==> config.mk <==
export PLATFORM = sky130hd
export DESIGN_NAME = hv_measure_path_control
export DESIGN_NICKNAME = d
export VERILOG_FILES = /design/src/hdl/hv_measure_pkg.sv /design/src/hdl/hv_measure_path_control.sv
export VERILOG_INCLUDE_DIRS = /design/src /design/src/hdl
export SDC_FILE = /design/constraint.sdc
export NUM_CORES = 1
export LEC_CHECK = 0
export BUFFER_PORTS_ARGS = -buffer_cell sky130_fd_sc_hd__buf_2
export CAP_MARGIN = 30
export CORE_MARGIN = 3
export CORE_UTILIZATION = 44
export DETAILED_ROUTE_END_ITERATION = 8
export PLACE_DENSITY_LB_ADDON = 0.1
export SLEW_MARGIN = 20
export SYNTH_ARGS = -nofsm -noshare
export SYNTH_HDL_FRONTEND = slang
export SYNTH_SLANG_ARGS = --single-unit
==> constraint.sdc <==
create_clock -name CLK -period 6.3 [get_ports CLK]
set_clock_uncertainty 0.1 [all_clocks]
set_input_delay 0.945 -clock CLK [delete_from_list [all_inputs] [get_ports CLK]]
set_output_delay 0.945 -clock CLK [all_outputs]
set_load 0.01 [all_outputs]
==> src/hdl/hv_measure_defs.svh <==
// Register offsets, field positions and reset values of the measurement path control
`ifndef HV_MEASURE_DEFS_SVH
`define HV_MEASURE_DEFS_SVH

`define MEAS_CTRL_OFS       12'h000
`define WAKE_PULL_OFS       12'h004
`define WAKE_CTRL2_OFS      12'h008
`define GP_CONFIG_OFS       12'h00c
`define MODE_CMD_OFS        12'h010
`define STATUS_OFS          12'h014
`define IRQ_STAT_OFS        12'h018
`define IRQ_MASK_OFS        12'h01c
`define LEVEL_STAT_OFS      12'h020

`define MEAS_EN_BIT         0
`define FAIL_TEST_BIT       1
`define WAKE_SRC_HV_BIT     0
`define WAKE_SRC_GP_BIT     1
`define WAKE_SRC_OTHER_BIT  2

`define GP_CONFIG_OFF       3'h0
`define GP_CONFIG_FAIL      3'h1
`define GP_CONFIG_WAKE      3'h2

`define IRQ_CMD_FAULT_BIT   0
`define IRQ_WAKE_HV_BIT     1
`define IRQ_WAKE_GP_BIT     2

`define GP_CONFIG_RESET     3'h1
`define WAKE_PULL_RESET     4'h0
`define WAKE_CTRL2_RESET    3'h1

`endif

==> src/hdl/hv_measure_pkg.sv <==
// Types shared by the measurement path control
`default_nettype none
package hv_measure_pkg;

    typedef enum logic [2:0] {
        MODE_INIT      = 3'b000,
        MODE_NORMAL    = 3'b001,
        MODE_STOP      = 3'b010,
        MODE_SLEEP     = 3'b011,
        MODE_RESTART   = 3'b100,
        MODE_FAIL_SAFE = 3'b101
    } mode_type;

    typedef enum logic [1:0] {
        BUS_IDLE  = 2'b00,
        BUS_WRITE = 2'b01,
        BUS_READ  = 2'b10
    } bus_phase_type;

    typedef struct packed {
        logic [3:0] pull;
        logic [2:0] wake_ctrl;
        logic [2:0] gp_config;
    } pin_config_type;

    typedef struct packed {
        logic switch_closed;
        logic hv_pull_up;
        logic hv_pull_down;
        logic gp_pull_up;
        logic gp_pull_down;
        logic fail_drive;
        logic gp_wake_en;
        logic hv_wake_en;
    } pin_ctrl_type;

endpackage
`default_nettype wire

==> src/hdl/hv_measure_path_control.sv <==
// High-voltage measurement path control with AHB-Lite register access
`include "hv_measure_defs.svh"
`default_nettype none

module hv_measure_path_control #(
    parameter int ADDR_WIDTH = 12,
    parameter int DATA_WIDTH = 32
) (
    input  wire logic                     CLK,
    input  wire logic                     RSTN,
    input  wire logic                     CE,
    input  wire logic                     HSEL,
    input  wire logic [ADDR_WIDTH-1:0]    HADDR,
    input  wire logic [1:0]               HTRANS,
    input  wire logic                     HWRITE,
    input  wire logic [2:0]               HSIZE,
    input  wire logic [DATA_WIDTH-1:0]    HWDATA,
    input  wire logic                     HREADY,
    output logic      [DATA_WIDTH-1:0]    HRDATA,
    output logic                          HREADYOUT,
    output logic                          HRESP,
    input  wire logic                     HV_WAKE_IN,
    input  wire logic                     GP_WAKE_IN,
    input  wire logic                     FAIL_EVENT,
    output logic                          IRQ,
    output hv_measure_pkg::mode_type      MODE,
    output hv_measure_pkg::pin_ctrl_type  PIN_CTRL
);

    // ==========================================================
    // State
    // ==========================================================
    typedef struct packed {
        hv_measure_pkg::bus_phase_type  phase;
        logic [ADDR_WIDTH-1:0]          addr;
        logic [DATA_WIDTH-1:0]          rdata;
        hv_measure_pkg::mode_type       mode;
        logic                           measure_enable;
        logic                           fail_output_test;
        hv_measure_pkg::pin_config_type cfg;
        logic [2:0]                     wake_sources;
        logic [2:0]                     irq_stat;
        logic [2:0]                     irq_mask;
        logic [1:0]                     level_status;
        logic [1:0]                     last_level;
        hv_measure_pkg::pin_ctrl_type   pins;
        logic                           irq;
    } state_type;

    state_type state;
    state_type next_state;

    function automatic logic is_fail_config(input logic [2:0] c);
        is_fail_config = (c == `GP_CONFIG_FAIL);
    endfunction

    // Offsets are twelve bits; narrower buses keep the low part
    function automatic logic hit(input logic [ADDR_WIDTH-1:0] a, input logic [11:0] ofs);
        hit = (a == ofs[ADDR_WIDTH-1:0]);
    endfunction

    // Codes above Fail-Safe name no mode, so such a command is dropped
    function automatic logic legal_mode(input logic [2:0] m);
        legal_mode = (m <= hv_measure_pkg::MODE_FAIL_SAFE);
    endfunction

    // ==========================================================
    // Elaboration checks
    // ==========================================================
    // Six bits reach the highest offset; fields are packed into one word
    if (ADDR_WIDTH < 6 || ADDR_WIDTH > 12) begin
        $error("ADDR_WIDTH must lie between 6 and 12");
    end
    if (DATA_WIDTH != 32) begin
        $error("DATA_WIDTH must be 32");
    end

    logic                     write_now;
    logic                     fault;
    logic [2:0]               events;
    logic [1:0]               pin_level;
    hv_measure_pkg::mode_type req_mode;

    always_comb begin
        next_state = state;
        fault      = 1'b0;
        write_now  = (state.phase == hv_measure_pkg::BUS_WRITE);
        req_mode   = hv_measure_pkg::mode_type'(HWDATA[2:0]);
        pin_level  = {GP_WAKE_IN, HV_WAKE_IN};

        // ==========================================================
        // Bus slave: zero wait states
        // ==========================================================
        next_state.phase = hv_measure_pkg::BUS_IDLE;
        if (HSEL && HREADY && HTRANS[1]) begin
            next_state.phase = HWRITE ? hv_measure_pkg::BUS_WRITE : hv_measure_pkg::BUS_READ;
            next_state.addr  = HADDR;
        end

        if (write_now) begin
            if (hit(state.addr, `MEAS_CTRL_OFS)) begin
                if (HWDATA[`MEAS_EN_BIT] && !state.measure_enable
                        && state.cfg.gp_config != `GP_CONFIG_OFF) begin
                    fault = 1'b1;
                    next_state.measure_enable = 1'b0;
                end else begin
                    next_state.measure_enable = HWDATA[`MEAS_EN_BIT];
                end
                next_state.fail_output_test = HWDATA[`FAIL_TEST_BIT];
            end else if (hit(state.addr, `WAKE_PULL_OFS)) begin
                next_state.cfg.pull = HWDATA[3:0];
            end else if (hit(state.addr, `WAKE_CTRL2_OFS)) begin
                next_state.cfg.wake_ctrl = HWDATA[2:0];
                next_state.wake_sources  = HWDATA[2:0];
            end else if (hit(state.addr, `GP_CONFIG_OFS)) begin
                next_state.cfg.gp_config = HWDATA[2:0];
                if (state.measure_enable && HWDATA[2:0] != state.cfg.gp_config) begin
                    fault = 1'b1;
                end
            end else if (hit(state.addr, `MODE_CMD_OFS)) begin
                if (req_mode == hv_measure_pkg::MODE_SLEEP && state.measure_enable
                        && !state.wake_sources[`WAKE_SRC_OTHER_BIT]) begin
                    fault           = 1'b1;
                    next_state.mode = hv_measure_pkg::MODE_RESTART;
                end else if (legal_mode(HWDATA[2:0])) begin
                    next_state.mode = req_mode;
                end
            end else if (hit(state.addr, `IRQ_STAT_OFS)) begin
                next_state.irq_stat = state.irq_stat & ~HWDATA[2:0];
            end else if (hit(state.addr, `IRQ_MASK_OFS)) begin
                next_state.irq_mask = HWDATA[2:0];
            end
        end
        if (FAIL_EVENT) begin
            next_state.mode = hv_measure_pkg::MODE_FAIL_SAFE;
        end

        // ==========================================================
        // Wake detection, frozen while measuring
        // ==========================================================
        events = 3'h0;
        // Edge reference keeps tracking, so leaving measurement raises no false wake
        next_state.last_level = pin_level;
        if (!state.measure_enable) begin
            next_state.level_status = pin_level;
            events[`IRQ_WAKE_HV_BIT] = state.pins.hv_wake_en && (pin_level[0] != state.last_level[0]);
            events[`IRQ_WAKE_GP_BIT] = state.pins.gp_wake_en && (pin_level[1] != state.last_level[1]);
        end
        events[`IRQ_CMD_FAULT_BIT] = fault;
        // Set wins over a same-cycle clear
        next_state.irq_stat = next_state.irq_stat | events;
        next_state.irq      = |(next_state.irq_stat & next_state.irq_mask);

        // ==========================================================
        // Pin steering
        // ==========================================================
        if (next_state.measure_enable) begin
            next_state.pins               = '0;
            next_state.pins.switch_closed = (next_state.mode == hv_measure_pkg::MODE_NORMAL)
                                          && !is_fail_config(next_state.cfg.gp_config);
        end else begin
            next_state.pins.switch_closed = 1'b0;
            next_state.pins.hv_pull_up    = next_state.cfg.pull[0];
            next_state.pins.hv_pull_down  = next_state.cfg.pull[1];
            next_state.pins.gp_pull_up    = next_state.cfg.pull[2];
            next_state.pins.gp_pull_down  = next_state.cfg.pull[3];
            next_state.pins.fail_drive    = is_fail_config(next_state.cfg.gp_config)
                                          && (next_state.fail_output_test
                                              || next_state.mode == hv_measure_pkg::MODE_FAIL_SAFE);
            next_state.pins.hv_wake_en    = next_state.cfg.wake_ctrl[`WAKE_SRC_HV_BIT];
            next_state.pins.gp_wake_en    = (next_state.cfg.gp_config == `GP_CONFIG_WAKE)
                                          && next_state.cfg.wake_ctrl[`WAKE_SRC_GP_BIT];
        end

        // ==========================================================
        // Read data, answered in the data phase
        // ==========================================================
        next_state.rdata = '0;
        if (HSEL && HREADY && HTRANS[1] && !HWRITE) begin
            if (hit(HADDR, `MEAS_CTRL_OFS)) begin
                next_state.rdata[1:0] = {state.fail_output_test, state.measure_enable};
            end else if (hit(HADDR, `WAKE_PULL_OFS)) begin
                next_state.rdata[3:0] = state.cfg.pull;
            end else if (hit(HADDR, `WAKE_CTRL2_OFS)) begin
                next_state.rdata[2:0] = state.cfg.wake_ctrl;
            end else if (hit(HADDR, `GP_CONFIG_OFS)) begin
                next_state.rdata[2:0] = state.cfg.gp_config;
            end else if (hit(HADDR, `MODE_CMD_OFS)) begin
                next_state.rdata[2:0] = state.mode;
            end else if (hit(HADDR, `STATUS_OFS)) begin
                next_state.rdata[7:0] = state.pins;
            end else if (hit(HADDR, `IRQ_STAT_OFS)) begin
                next_state.rdata[2:0] = state.irq_stat;
            end else if (hit(HADDR, `IRQ_MASK_OFS)) begin
                next_state.rdata[2:0] = state.irq_mask;
            end else if (hit(HADDR, `LEVEL_STAT_OFS)) begin
                next_state.rdata[1:0] = state.level_status;
            end
        end
    end

    always_ff @(posedge CLK or negedge RSTN) begin
        if (!RSTN) begin
            state               <= '0;
            state.mode          <= hv_measure_pkg::MODE_INIT;
            state.cfg.pull      <= `WAKE_PULL_RESET;
            state.cfg.wake_ctrl <= `WAKE_CTRL2_RESET;
            state.cfg.gp_config <= `GP_CONFIG_RESET;
            state.wake_sources  <= `WAKE_CTRL2_RESET;
        end else if (CE) begin
            state <= next_state;
        end
    end

    assign HRDATA    = state.rdata;
    assign HREADYOUT = 1'b1;
    assign HRESP     = 1'b0;
    assign IRQ       = state.irq;
    assign MODE      = state.mode;
    assign PIN_CTRL  = state.pins;

endmodule
`default_nettype wire

==> results_dict.tcl <==
set metrics [dict create \
    regArea_um2 1404 \
    synth_area_um2 3447 \
    cts_resized 0 \
    crit_buf_inv 1 \
    synth_cell_type_count 64 \
    max_freq_mhz 323.6 \
    ys.flop_type "dfrtp_1" \
    cp-start-kind "input port" \
    period_needed_ns 3.090 \
    synth_edf_count 0 \
    critPathSlowestCell "nand4_1" \
    pre_cts_ws_ns 2.858 \
    synth_top_area_cell "dfrtp_1" \
    port-buffer-count 45 \
    clock-sinks 56 \
    wl_met2_um 3563 \
    wl_per_cell_um 16.60 \
    yosys.area_share.simple_pct 17.42 \
    cp_common_cell "nand4_1" \
    diodes 0 \
    io_pins 104 \
    hold_path_class "register to register" \
    final.fill_count 730 \
    dieArea_um2 8932 \
    p_leak_nw 1.583 \
    async_flop_share_pct 100.0 \
    critPathTopFamily "simple AND/OR/NAND/NOR gates" \
    synth_xor_area_share_pct 1.270 \
    multi_input_area_um2 1665 \
    dp_hpwl_um 5780 \
    synth_top_family_by_area "compound AO/OA/AOI/OAI gates" \
    finalSetupTns_ns 0 \
    antenna_found_initial 0 \
    synth_area_leaders "dfrtp_1 39%, buf_4 10%, mux2_2 5.6%" \
    period_share_pct 49.05 \
    grt_max_degree 57 \
    via_per_inst 5.357 \
    grt_pass1_vias 2401 \
    overflow 0 \
    cts_inserted_buffers 5 \
    p_per_area_nw_per_um2 221.0 \
    hold_start "HRDATA[4]$_DFFE_PN0P_" \
    final_cell_mix "54 x dfrtp_1, 45 x buf_2, 33 x nand2_1, 26 x conb_1, 20 x nor2_1" \
    synthAdderAreaFrac_pct 0 \
    finalMaxSlewViolations 0 \
    drive_above_1_share_pct 24.73 \
    clock_path_buffers 2 \
    synth-seq-cells 56 \
    worst-path-max-fanout 30 \
    area_growth_pct 3.847 \
    required_ns 6.43 \
    grt.total_usage_pct 18.51 \
    layout.nets 429 \
    top_layer "met4" \
    p_total_mw 0.7913 \
    synthMuxAreaShare_pct 8.748 \
    dr_wl_met3_um 421 \
    cts.clk_slew.worst_paths_ns 0.11 \
    synth-warning-count 0 \
    finalHoldViolations 0 \
    synth.top_cell.area_share_pct 39.20 \
    htreeDepth 2 \
    path_cells "buf_2, nand4_1, nor2_1, nand4_1, o2bb2ai_1" \
    fin_ws_ns 3.210 \
    status "completed" \
    cp.arrival_ns 3.22 \
    post_cts_buffers 0 \
    die_h_um 94.51 \
    drtIter0Drc 118 \
    rows 31 \
    rr_startpoint "state[78]$_DFFE_PN0P_" \
    grt_pass1_wl_um 12780 \
    routed_wl_um 7817 \
    fp.dieW_um 94.51 \
    holdBufCountCts 0 \
    maxCapViolations 0 \
    vdd_drop_max_uv 142.7 \
    core_um2 7408 \
    rsz0062_at_grt "false" \
    syn_inst 355 \
    finalSetupViolCount 0 \
    worstSetupEndpointType "register" \
    cts_tree "done" \
    maxSlewHeadroom_pct 47.51 \
    routabilityCongestion 0.8772 \
    path_class "input port to register" \
    start_util_pct 46.53 \
    crit_path_start "CE" \
    root_buffer "clkbuf_8" \
    drc 0 \
    slowest_delay_ns 0.70 \
    vias 2523 \
    drtAntennaViolNets 0 \
    ys_seq_area_share_pct 40.73 \
    drtPass1Iterations 4 \
    layout_commonest_cell "dfrtp_1" \
    tightest_slew_ns 0.7865 \
    synth.avg_cell_area_um2 9.710 \
    synth_compound_area_share_pct 18.04 \
    clk_latency_ns 0.31 \
    hold_ws_ns 0.3904 \
    met1_length_um 3767 \
]
synthesized netlist by cell type, types with 3 or more instances:
cell type,count
nand4_1,5
o31ai_1,4
mux2i_1,5
o2bb2ai_1,8
and2_1,3
buf_4,47
mux2_2,17
o21ai_0,16
nor3b_1,3
clkbuf_1,11
nor2_1,20
nor2b_1,3
a22oi_1,4
a21oi_1,16
nor4_1,5
nor3_1,7
xor2_1,3
dfrtp_1,54
a32oi_1,3
nand2_1,33
a31oi_1,3
inv_1,15
nand3_1,10
nand2b_1,5
a21o_1,5
per-layer routing:
layer  track usage, %  vias to the layer above
met5                0                        -
li1                 -                     1224
met3            3.028                        4
met1            27.24                     1226
met2            28.37                       69
met4            4.688                        0
flip-flops by register name (all words and copies together), names as in the netlist:
| name | count |
|---|---|
| HRDATA | 8 |
| IRQ | 1 |
| MODE | 3 |
| PIN_CTRL | 8 |
| state | 36 |
worst register-to-register path, cell delays in order, from the launching register on:
cell and delay [ns]:
dfrtp_1 0.41, nor4b_4 0.40, nand3_1 0.22, nor3_4 0.28
mux2_4 0.34, a211oi_2 0.23, o32ai_2 0.12
stage by stage:
stage	utilization, %	instance area (um2)	std cells
5_1_grt	48.32	3580	471
2_1_floorplan	-	3537	379
6_report	48.32	3580	471
3_5_place_dp	47.05	3486	463
4_1_cts	48.32	3580	471
3_3_place_gp	47.05	3486	463
layout make-up:
class                   instances  share of cell area [%]
repair buffers                 46                   6.501
flip-flops and latches         56                   39.22
clock buffers                   7                   2.412
inverters                      16                   1.678
well taps                      99                   3.460
multi-input cells             246                   46.52
clock inverters                 1                  0.2097
power breakdown:
group | switching [mW] | internal (mW)
Clock | 0.118 | 0.0898
Combinational | 0.0841 | 0.0598
Sequential | 0.0452 | 0.394
Total | 0.247 | 0.544
cell families (layout without fill, tap and decap cells):
group | Yosys count | after routing
AO/OA/AOI/OAI | 82 | 82
buffers and inverters | 77 | 70
XOR/XNOR | 5 | 5
other | 2 | 26
multiplexers | 25 | 25
AND/OR/NAND/NOR | 108 | 108
flip-flops | 56 | 56
path summary, 6_finish.rpt:
| path | to | slack [ns] | cells after the start |
|---|---|---|---|
| min in group asynchronous | HRDATA[1]$_DFFE_PN0P_ | 0.65 | 2 |
| worst max register to register | PIN_CTRL[2]$_DFFE_PN0P_ | 4.08 | 6 |
| worst min register to register | HRDATA[4]$_DFFE_PN0P_ | 0.39 | 1 |
| max in group asynchronous | state[10]$_DFFE_PN0P_ | 4.95 | 2 |
| worst min-delay path | HRDATA[4]$_DFFE_PN0P_ | 0.39 | 1 |
| worst max-delay path | HRDATA[5]$_DFFE_PN0P_ | 3.21 | 5 |
(Power assumes the default switching activity.)
